--- src/hw/supervisor_pkg.sv ---
package supervisor_pkg;
  localparam logic [9:0] BASE_0 = 10'h190;
  localparam logic [9:0] BASE_1 = 10'h290;
  localparam logic [9:0] BASE_2 = 10'h390;
  localparam int WDOG_EN_BIT = 0;
  localparam int WDOG_KICK_BIT = 1;
  localparam int VPP_EN_BIT = 2;
  localparam int DIR485_BIT = 3;
  localparam int STATUS_BIT = 3;
  localparam int STORED_W = 8;
  localparam logic [7:0] CTRL_RESET = 8'h00;
  localparam logic [7:0] SUGGESTED_DEFAULT = 8'h42;

  typedef struct packed {
    logic dir485_en;
    logic vpp_en;
    logic wdog_en;
  } ctrl_out_s;
endpackage

--- src/hw/kick_detect.sv ---
`timescale 1ns/1ps
// Watches the retrigger bit for a one, zero, one sequence of writes.
module kick_detect (
  input wire logic clk,
  input wire logic rst_b,
  input wire logic wr,
  input wire logic bit_val,
  output logic kick
);
  typedef enum logic [1:0] {IDLE, SAW_ONE, SAW_ZERO} kick_e;
  kick_e st_q;

  always_ff @(posedge clk or negedge rst_b) begin
    if (!rst_b) begin
      st_q <= IDLE;
      kick <= 1'b0;
    end else begin
      kick <= 1'b0;
      if (wr) begin
        case (st_q)
          IDLE: st_q <= bit_val ? SAW_ONE : IDLE;
          SAW_ONE: st_q <= bit_val ? SAW_ONE : SAW_ZERO;
          SAW_ZERO: begin
            if (bit_val) begin
              kick <= 1'b1;
              st_q <= SAW_ONE;
            end else begin
              st_q <= IDLE;
            end
          end
          default: st_q <= IDLE;
        endcase
      end
    end
  end
endmodule

--- src/hw/supervisor_reg.sv ---
`timescale 1ns/1ps
// Host I/O slave for the supervisor control/status register.
module supervisor_reg (
  input wire logic clk,
  input wire logic rst_b,
  input wire logic [9:0] io_addr,
  input wire logic io_wr,
  input wire logic io_rd,
  input wire logic [7:0] io_wdata,
  output logic [7:0] io_rdata,
  output logic io_hit,
  input wire logic [1:0] io_base_select_jumper,
  input wire logic [3:0] option_jumper_pairs,
  input wire logic power_status,
  input wire logic rs485_mode,
  output logic wdog_en,
  output logic wdog_kick,
  output logic vpp_en,
  output logic dir485_en
);
  logic [9:0] base;
  logic sel;
  logic [7:0] ctrl_q;
  logic [1:0] base_s1_q, base_s2_q;
  logic [3:0] opt_s1_q, opt_s2_q;
  logic pwr_s1_q, pwr_s2_q;
  logic mode_s1_q, mode_s2_q;
  logic wr;
  logic [7:0] ctrl_d;
  logic [3:0] opt_rd;
  logic [7:0] rd_word;
  supervisor_pkg::ctrl_out_s outs_q;

  // Jumpers and status pins are asynchronous; two flops before any use
  always_ff @(posedge clk or negedge rst_b) begin
    if (!rst_b) begin
      base_s1_q <= 2'h0;
      base_s2_q <= 2'h0;
      opt_s1_q <= 4'h0;
      opt_s2_q <= 4'h0;
      pwr_s1_q <= 1'b0;
      pwr_s2_q <= 1'b0;
      mode_s1_q <= 1'b0;
      mode_s2_q <= 1'b0;
    end else begin
      base_s1_q <= io_base_select_jumper;
      base_s2_q <= base_s1_q;
      opt_s1_q <= option_jumper_pairs;
      opt_s2_q <= opt_s1_q;
      pwr_s1_q <= power_status;
      pwr_s2_q <= pwr_s1_q;
      mode_s1_q <= rs485_mode;
      mode_s2_q <= mode_s1_q;
    end
  end

  always_comb begin
    case (base_s2_q)
      2'h1: base = supervisor_pkg::BASE_1;
      2'h2: base = supervisor_pkg::BASE_2;
      default: base = supervisor_pkg::BASE_0;
    endcase
  end

  assign sel = (io_addr == base);
  assign io_hit = sel & (io_wr | io_rd);
  assign wr = sel & io_wr;

  // Bits 4 to 7 are kept although only status is read there
  always_comb begin
    ctrl_d = ctrl_q;
    if (wr) begin
      ctrl_d = io_wdata;
    end
  end

  always_ff @(posedge clk or negedge rst_b) begin
    if (!rst_b) begin
      ctrl_q <= supervisor_pkg::CTRL_RESET;
    end else begin
      ctrl_q <= ctrl_d;
    end
  end

  // Jumper pair order is reversed on the bus: pair 0 shows on bit 7
  for (genvar g = 0; g < 4; g++) begin : g_opt
    assign opt_rd[3 - g] = opt_s2_q[g];
  end

  // Bit 3 reads status, never the stored direction bit
  always_comb begin
    rd_word = ctrl_q;
    rd_word[supervisor_pkg::STATUS_BIT] = pwr_s2_q;
    rd_word[7:4] = opt_rd;
  end

  // Read data registered; it stands one cycle and is zero otherwise
  always_ff @(posedge clk or negedge rst_b) begin
    if (!rst_b) begin
      io_rdata <= 8'h00;
    end else if (sel & io_rd) begin
      io_rdata <= rd_word;
    end else begin
      io_rdata <= 8'h00;
    end
  end

  // Outputs come from flops loaded with the next value, so they
  // change on the write edge and cannot glitch when the mode moves
  always_ff @(posedge clk or negedge rst_b) begin
    if (!rst_b) begin
      outs_q <= '0;
    end else begin
      outs_q.wdog_en <= ctrl_d[supervisor_pkg::WDOG_EN_BIT];
      outs_q.vpp_en <= ctrl_d[supervisor_pkg::VPP_EN_BIT];
      outs_q.dir485_en <= ctrl_d[supervisor_pkg::DIR485_BIT]
                          & mode_s2_q;
    end
  end

  kick_detect u_kick (
    .clk(clk),
    .rst_b(rst_b),
    .wr(wr),
    .bit_val(io_wdata[supervisor_pkg::WDOG_KICK_BIT]),
    .kick(wdog_kick)
  );

  // Ports only ever see the registered copies
  assign wdog_en = outs_q.wdog_en;
  assign vpp_en = outs_q.vpp_en;
  assign dir485_en = outs_q.dir485_en;

  // Storage and reset
  reset_clear_a: assert property (@(posedge clk)
    $rose(rst_b) |-> ctrl_q == 8'h00)
    else $error("register not clear after reset");

  reset_outputs_a: assert property (@(posedge clk)
    $rose(rst_b) |-> !wdog_en && !vpp_en && !dir485_en && !wdog_kick)
    else $error("outputs not clear after reset");

  write_store_a: assert property (@(posedge clk)
    disable iff (!rst_b) wr |=> ctrl_q == $past(io_wdata))
    else $error("write not stored");

  store_hold_a: assert property (@(posedge clk)
    disable iff (!rst_b) !wr |=> $stable(ctrl_q))
    else $error("register changed without a write");

  // Read side
  read_status_a: assert property (@(posedge clk)
    disable iff (!rst_b) (sel && io_rd) |=> io_rdata[3] == $past(pwr_s2_q))
    else $error("bit 3 read not status");

  read_back_a: assert property (@(posedge clk)
    disable iff (!rst_b) (sel && io_rd && !wr) |=> io_rdata[2:0] == ctrl_q[2:0])
    else $error("bits 0-2 not read back");

  read_jumper_a: assert property (@(posedge clk)
    disable iff (!rst_b) (sel && io_rd) |=> io_rdata[7:4] == $past(opt_rd))
    else $error("jumper status not read");

  rdata_idle_a: assert property (@(posedge clk)
    disable iff (!rst_b) !(sel && io_rd) |=> io_rdata == 8'h00)
    else $error("read data not zero when idle");

  // Control outputs
  wdog_write_a: assert property (@(posedge clk)
    disable iff (!rst_b) wr |=> wdog_en == $past(io_wdata[0]))
    else $error("watchdog enable not loaded on write");

  vpp_write_a: assert property (@(posedge clk)
    disable iff (!rst_b) wr |=> vpp_en == $past(io_wdata[2]))
    else $error("programming voltage enable not loaded on write");

  dir_write_a: assert property (@(posedge clk)
    disable iff (!rst_b)
    wr |=> dir485_en == ($past(io_wdata[3]) && $past(mode_s2_q)))
    else $error("direction control not loaded on write");

  dir_hold_a: assert property (@(posedge clk)
    disable iff (!rst_b)
    !wr |=> dir485_en == (ctrl_q[3] && $past(mode_s2_q)))
    else $error("direction control lost between writes");

  dir_gate_a: assert property (@(posedge clk)
    disable iff (!rst_b) !mode_s2_q |=> !dir485_en)
    else $error("direction control outside RS-485 mode");

  // Decode per jumper setting
  decode_only_a: assert property (@(posedge clk)
    disable iff (!rst_b) (io_wr && io_addr != base) |=> $stable(ctrl_q))
    else $error("write at foreign address changed register");

  base_zero_a: assert property (@(posedge clk)
    disable iff (!rst_b)
    (io_wr && base_s2_q == 2'h0 && io_addr == supervisor_pkg::BASE_0)
    |-> io_hit)
    else $error("write at first base not decoded");

  base_one_a: assert property (@(posedge clk)
    disable iff (!rst_b)
    (io_wr && base_s2_q == 2'h1 && io_addr == supervisor_pkg::BASE_1)
    |-> io_hit)
    else $error("write at second base not decoded");

  base_two_a: assert property (@(posedge clk)
    disable iff (!rst_b)
    (io_wr && base_s2_q == 2'h2 && io_addr == supervisor_pkg::BASE_2)
    |-> io_hit)
    else $error("write at third base not decoded");

  foreign_hit_a: assert property (@(posedge clk)
    disable iff (!rst_b)
    ((io_wr || io_rd) && io_addr != base) |-> !io_hit)
    else $error("foreign address decoded");

  // Retrigger pulse
  kick_seq_a: assert property (@(posedge clk)
    disable iff (!rst_b) wdog_kick |-> $past(ctrl_q[1]) == 1'b0 && ctrl_q[1])
    else $error("kick without 0-1 transition");

  kick_width_a: assert property (@(posedge clk)
    disable iff (!rst_b) wdog_kick |=> !wdog_kick)
    else $error("kick pulse longer than one cycle");

  kick_write_a: assert property (@(posedge clk)
    disable iff (!rst_b) wdog_kick |-> $past(wr))
    else $error("kick without a write");
endmodule

--- config.mk ---
export PLATFORM = sky130hd
export DESIGN_NAME = supervisor_reg
export DESIGN_NICKNAME = d
export VERILOG_FILES = /design/src/hw/supervisor_pkg.sv /design/src/hw/kick_detect.sv /design/src/hw/supervisor_reg.sv
export SDC_FILE = /design/constraint.sdc
export NUM_CORES = 1
export LEC_CHECK = 0
export BUFFER_PORTS_ARGS = -buffer_cell sky130_fd_sc_hd__buf_2
export CAP_MARGIN = 0
export CORE_MARGIN = 2
export CORE_UTILIZATION = 42
export CTS_CLUSTER_SIZE = 24
export DETAILED_ROUTE_END_ITERATION = 10
export PLACE_DENSITY = 0.79
export SETUP_SLACK_MARGIN = 0.3
export SYNTH_ARGS = -nofsm -noshare
export SYNTH_HDL_FRONTEND = slang
export SYNTH_HIERARCHICAL = 1
export SYNTH_SLANG_ARGS = --single-unit
export TNS_END_PERCENT = 5
--- constraint.sdc ---
create_clock -name clk -period 1.7 [get_ports clk]
set_input_delay 0.17 -clock clk [delete_from_list [all_inputs] [get_ports clk]]
set_output_delay 0.17 -clock clk [all_outputs]
set_load 0.01 [all_outputs]
==> metrics.txt, run 1 <==
status=complete, but fails checks; failing checks=negative setup slack; # IOs=43; RR Endpoint=ctrl_q[3]; All-Layer GR Usage=16.4%; TNS Setup=-0.403 ns; Switching Share=21.3%; ant diodes=0; Max Cap Violations=0; P&R area growth vs syn=43.0%; Nets=between 150 and 200; width of the die=roughly 55 um; Syn Nets=98; register area share after synthesis=73.0%; fillers=around 190; fin area=1570 um2; Max FO, Critical Path=2; min-delay src=io_wdata[2]; Pins Over Slew Limit=0; # setup viols final=6; drt first-iter violations=2; critical path class=flop to primary output; drt wl/cell=approximately 12 um; placed insts=138; Cell variety after synth=20; Max Freq=552 MHz; critical path endpoint category=primary output; met2 usage=26.4%; Clock Sinks=32; aggregate routed wire length=1920 um; H-tree Lvls=2; static leakage=roughly 0.84 nW; yosys warns=6; Die Y=55.1 um; Cell Count, Final, Fillers Out=157; syn avg cell area=16.4 um2; area of the die=3040 um2; Register-to-Register Path Depth=8; Final Cycle Share=107%; number of global-route vias before repair=743; Routed Antenna Nets=0; Critical Path Start=base_s2_q[1]; Worst Slack Setup Final=-0.112 ns; layout cells sized above 1=54.3%; maximum clock insertion buffer count=2; grt ovf=0; setup slack, reg-to-reg=-0.08 ns; Hold Path Class=primary input to flop; first-pass GRT wire length=3080 um; Worst-Skew Late Latency=about 0.33 ns; total CTS buffers=5; WHS Path Cells=2; required time of the critical path=1.53 ns; area of the core=2480 um2; RSZ-0062 raised after global routing=yes; Hold EP=ctrl_q[2]; Reg clk slew, reported paths=about 0.080 ns; Cell Area, Placed=1350 um2; Comb pwr share=under 10%; relative slew slack=55.4%; Hold Violations, Final=0; TritonRoute pass-1 iters=2; post-DP HPWL=1360 um; Net Switching=0.000283 W; Arrival @ worst endpoint=1.64 ns; Synth Cell Area=between 1000 and 1500 um2; Yosys reg bits=32; Final min period=1.81 ns; drt drc=0; largest net degree at the start of global routing=33; initial antenna violation count=0; Initial Util=44.3%; Least-Margin Pin Slew=0.669 ns; Site Rows=18; Sequential Power Share=59.5%; Clock Root Buffer=clkbuf_4; fin util=63.3%; M1 GR Usage=14.5%; Worst R2R Start=base_s2_q[1]; via density per instance=4.55; I/O Buffers=38; CTS tree=yes; Worst Skew=0.00535 ns; P_int=0.00105 W; Startpoint Class=flop; grt peak-use layer=met2; Final GP Congestion=0.711; P per Cell Area=848 nW/um2; clock share of power=between 30% and 40%; met3 Usage GRT=between 8 and 9%; Syn Inst Count=67; DR vias=714; peak supply drop=0.605 mV
[cell type report]
type / count / area [um2] / share of cell area, %
flip-flops and latches: 32 / 801 / 51.0
multi-input cells: 32 / 335 / 21.4
repair buffers: 52 / 325 / 20.7
clock buffers: 8 / 58.8 / 3.75
well taps: 30 / 37.5 / 2.39
inverters: 3 / 11.3 / 0.718
[cell usage in the layout, fill, tap and decap left out, drive strengths merged]
master	instances
dlygate4sd3	9
o21ai	1
o22ai	1
nor2	1
and2	1
nand2	5
mux2	4
inv	3
mux2i	1
or4bb	1
nor4	1
dfrtp	32
and3	8
buf	43
ha	1
o21a	1
nand4bb	1
xnor2	2
nor3	2
or4	1
clkbuf	8
[Yosys cell counts]
| library cell | count | area, um2 |
|---|---|---|
| o22ai_1 | 1 | 6.26 |
| nor2_1 | 1 | 3.75 |
| nand4bb_1 | 1 | 11.3 |
| nor3_2 | 1 | 10.0 |
| dfrtp_1 | 32 | 801 |
| mux2_4 | 4 | 60.1 |
| inv_1 | 3 | 11.3 |
| and2_1 | 1 | 6.26 |
| nand2_1 | 4 | 15.0 |
| xnor2_1 | 2 | 17.5 |
| nor3_1 | 1 | 5.00 |
| ha_1 | 1 | 12.5 |
| o21a_1 | 1 | 7.51 |
| o21ai_0 | 1 | 5.00 |
| and3_2 | 8 | 60.1 |
| nor4_4 | 1 | 21.3 |
| mux2i_1 | 1 | 10.0 |
| or4bb_1 | 1 | 11.3 |
| nand2_4 | 1 | 11.3 |
| or4_4 | 1 | 11.3 |
[cell families after synthesis]
logic type | Yosys count | synth area share (%)
adder cells (fa/ha/maj) | 1 | 1.14
AND/OR/NAND/NOR | 21 | 15.2
XOR/XNOR | 2 | 1.60
flip-flops | 32 | 73.0
multiplexers | 5 | 6.39
buffers and inverters | 3 | 1.03
AO/OA/AOI/OAI | 3 | 1.71
[layer usage]
metal	part of all wire, %	vias to the layer above
met5	0	-
met4	4.1	0
met3	6.8	7
met2	51	26
met1	38	333
li1	-	348
[worst max path at each step]
stage,slack [ns],to
after floorplan,-0.06,ctrl_q[0]
after global routing,-0.22,io_hit
after detailed placement,-0.11,ctrl_q[3]
after CTS,-0.19,io_hit
final,-0.11,io_hit
after global placement,-0.07,ctrl_q[3]
[metrics by stage]
stage          setup WS, ns  total power [W]  hold WS, ns
6_report             -0.112          0.00133       0.0708
3_5_place_dp         -0.108         0.000883        0.245
3_3_place_gp        -0.0670         0.000877        0.230
4_1_cts              -0.186          0.00134       0.0598
2_1_floorplan       -0.0615         0.000829       -0.126
5_1_grt              -0.221          0.00140       0.0560
[flip-flops by register name, indices dropped and copies added, names as in the netlist, 2 cells and up]
signal and cells:
base_s1_q 2, base_s2_q 2, ctrl_q 4, io_rdata 8, opt_s1_q 4, opt_s2_q 4, u_kick/st_q 2
[power groups by stage]
stage	sequential (W)	clock, W	combinational (W)
2_1_floorplan	0.000804	0	0.0000252
3_3_place_gp	0.000805	0	0.0000725
3_5_place_dp	0.000806	0	0.0000762
4_1_cts	0.000792	0.000446	0.000106
5_1_grt	0.000794	0.000490	0.000120
6_report	0.000792	0.000431	0.000108
[timing repair]
item | CTS | global route
resized for setup | 4 | 6
hold buffers | 9 | 0
buffers inserted | 1 | 1
hold endpoints to repair | 40 | 0
gates cloned | 0 | 0
pin swaps | 4 | 1
endpoints found under the setup margin | 17 | 17
[critical path: stages, from the launching register on]
cell and delay [ns]:
dfrtp_1 0.38, inv_2 0.07, ha_4 0.21, xnor2_4 0.13, nor4_4 0.24, o21a_1 0.16
buf_2 0.13
Power figures use the tool's default switching activity.
==> run 2: changes to the inputs <==
--- a/config.mk
+++ b/config.mk
@@ -8,10 +8,10 @@
 export BUFFER_PORTS_ARGS = -buffer_cell sky130_fd_sc_hd__buf_2
 export CAP_MARGIN = 0
 export CORE_MARGIN = 2
-export CORE_UTILIZATION = 42
+export CORE_UTILIZATION = 45
 export CTS_CLUSTER_SIZE = 24
 export DETAILED_ROUTE_END_ITERATION = 10
-export PLACE_DENSITY = 0.79
+export PLACE_DENSITY = 0.81
 export SETUP_SLACK_MARGIN = 0.3
 export SYNTH_ARGS = -nofsm -noshare
 export SYNTH_HDL_FRONTEND = slang
==> constraint.sdc (replaced) <==
create_clock -name clk -period 2.3 [get_ports clk]
set_input_delay 0.23 -clock clk [delete_from_list [all_inputs] [get_ports clk]]
set_output_delay 0.23 -clock clk [all_outputs]
set_load 0.01 [all_outputs]
==> run 2 against run 1 <==
The flow now finishes without violations; clock power rose by 6.3%; sequential power shrank 26%; count of clock-buffer cells in the layout is 1 lower; setup slack better by 0.55 ns; non-clock buffer count fell by 2; cell area fell by 0.48%; clock skew increased by 0.0026 ns; combinational power is 27% lower; flip-flop and latch count is the same; die area fell by 6.2%; final cell count is 2.5% lower.
==> metrics.txt, run 2 (synthesis gave the netlist of run 1 again) <==
CTS tree=yes (unchanged); P per Cell Area=719 nW/um2 (was 848 nW/um2); static leakage=0.846 nW (was 0.838 nW); largest net degree at the start of global routing=33 (unchanged); TritonRoute pass-1 iters=1 (was 2); Max Cap Violations=0 (unchanged); number of global-route vias before repair=747 (was 743); DR vias=717 (was 714); slowest cell delay on critical path=0.41 ns (was 0.38 ns); relative slew slack=56.6% (was 55.4%); Sequential Power Share=52.1% (was 59.5%); P_int=0.000910 W (was 0.00105 W); Net Switching=0.000212 W (was 0.000283 W); required time of the critical path=2.07 ns (was 1.53 ns); critical path endpoint category=primary output (unchanged); Die Y=53.4 um (was 55.1 um); initial antenna violation count=0 (unchanged); ant diodes=0 (unchanged); area of the core=2250 um2 (was 2480 um2); fillers=165 (was 193); drt drc=0 (unchanged); Top reg by flops=io_rdata (unchanged); RSZ-0062 raised after global routing=no (was yes); Switching Share=18.9% (was 21.3%); Clock Sinks=32 (unchanged); Least-Margin Pin Slew=0.651 ns (was 0.669 ns); WHS Path Cells=2 (unchanged); clock share of power=40.8% (was 32.4%); Worst R2R Start=base_s2_q[0] (was base_s2_q[1]); P&R area growth vs syn=42.3% (was 43.0%); crit-path leading delay family=flip-flops (unchanged); layout cells sized above 1=53.6% (was 54.3%); setup slack, reg-to-reg=0.50 ns (was -0.08 ns); Final min period=1.86 ns; Arrival @ worst endpoint=1.63 ns (was 1.64 ns); Hold Violations, Final=0 (unchanged); post-DP HPWL=1360 um (about the same); min-delay src=io_wdata[0] (was io_wdata[2]); Routed Antenna Nets=0 (unchanged); Pins Over Slew Limit=0 (unchanged); Worst Skew=0.00793 ns (was 0.00535 ns); All-Layer GR Usage=15.8% (was 16.4%); drt wl/cell=12.4 um (was 12.2 um); Nets=155 (was 157); Worst-Skew Late Latency=0.32 ns (was 0.33 ns); via density per instance=4.69 (was 4.55); Critical Path Start=base_s2_q[0] (was base_s2_q[1]); CP Cell Sequence=ha_4 -> xnor2_4 -> nor4_4 -> o21a_1 -> buf_2 (was inv_2 -> ha_4 -> xnor2_4 -> nor4_4 -> o21a_1 -> buf_2); first-pass GRT wire length=3030 um (was 3080 um); Site Rows=17 (was 18); Hold EP=ctrl_q[0] (was ctrl_q[2]); H-tree Lvls=2 (unchanged); Buf+Inv Stages, Crit Path=1 (was 2); Max Freq=538 MHz; peak supply drop=0.558 mV (was 0.605 mV); maximum clock insertion buffer count=2 (unchanged); Clock Root Buffer=clkbuf_4 (unchanged); status=finished, final reports clean (was complete, but fails checks); width of the die=53.4 um (was 55.1 um); Startpoint Class=flop (unchanged); fin util=69.3% (was 63.3%); number of flip-flops in the largest register=8 (unchanged); most frequent cells in the layout=buf_2, dfrtp_1, dlygate4sd3_1 (unchanged); total CTS buffers=5 (unchanged); aggregate routed wire length=1900 um (was 1920 um); Initial Util=48.7% (was 44.3%); # setup viols final=0 (was 6); grt ovf=0 (unchanged); I/O Buffers=38 (unchanged); Hold Path Class=primary input to flop (unchanged); Reg clk slew, reported paths=0.09 ns (was 0.08 ns); Comb pwr share=7.0% (was 8.1%); TNS Setup=0 ns (was -0.403 ns); Final GP Congestion=0.711 (about the same); commonest non-fill, non-tap cell in the layout=buf_2 (unchanged); drt first-iter violations=0 (was 2); RR Endpoint=ctrl_q[2] (was ctrl_q[3]); Register-to-Register Path Depth=7 (was 8); area of the die=2850 um2 (was 3040 um2); Final Cycle Share=80.8%; # IOs=43 (unchanged); critical path class=flop to primary output (unchanged); Max FO, Critical Path=2 (unchanged); Worst path slowest cell=dfrtp_1 (unchanged)
run 2: timing repair:
| action | 4_1_cts | 5_1_grt |
|---|---|---|
| endpoints found under the setup margin | 1 | 1 |
| hold buffers | 7 | 2 |
| endpoints found under the hold margin | 38 | 2 |
| resized for setup | 2 | 1 |
| pin swaps | 2 | 1 |
| buffers inserted | 2 | 0 |
run 2: power groups by stage:
| stage | clock [W] | combinational (W) | sequential, W |
|---|---|---|---|
| 3_3_place_gp | 0 | 0.0000534 | 0.000595 |
| 5_1_grt | 0.000508 | 0.0000882 | 0.000587 |
| 3_5_place_dp | 0 | 0.0000570 | 0.000596 |
| 4_1_cts | 0.000473 | 0.0000708 | 0.000585 |
| 2_1_floorplan | 0 | 0.0000186 | 0.000594 |
| 6_report | 0.000458 | 0.0000787 | 0.000585 |
run 2: per-stage QoR:
step           hold WS (ns)  total power (W)  instance area [um2]  setup slack [ns]  instances
2_1_floorplan       -0.0656         0.000613                 1100             0.502         67
3_3_place_gp          0.282         0.000648                 1330             0.462        134
3_5_place_dp          0.298         0.000653                 1330             0.412        134
4_1_cts            0.000184          0.00113                 1530             0.339        151
5_1_grt               0.129          0.00118                 1560             0.303        153
6_report              0.137          0.00112                 1560             0.441        153
run 2: worst max path at each step:
stage                           end  depth (start not counted)
after floorplan           ctrl_q[0]                          4
after global placement    ctrl_q[3]                          5
after detailed placement  ctrl_q[2]                          5
after CTS                    io_hit                          5
after global routing         io_hit                          6
final                        io_hit                          5
run 2: cell type report:
type | instances | area [um2] | area share (%)
Clock inverter | 1 | 30.0 | 1.92
Tap cell | 28 | 35.0 | 2.24
Multi-Input combinational cell | 32 | 317 | 20.3
Inverter | 3 | 11.3 | 0.721
Sequential cell | 32 | 801 | 51.3
Clock buffer | 7 | 65.1 | 4.17
Timing Repair Buffer | 50 | 303 | 19.4
run 2: worst register-to-register path, cell delays in order (launching register included):
cell and delay [ns]:
dfrtp_1 0.41, ha_4 0.17, xnor2_1 0.37, nor4_4 0.06, buf_4 0.14, buf_4 0.13
nand2_4 0.11, mux2_4 0.32
run 2: layer usage:
layer | vias to the layer above | share of wire [%] | track usage (%) | routed length [um]
met3 | 8 | 5.9 | 5.37 | 112
met1 | 336 | 37 | 14.6 | 709
met2 | 30 | 54 | 28.0 | 1030
li1 | 343 | - | - | -
met4 | 0 | 2.6 | 11.5 | 49
met5 | - | 0 | 0 | 0
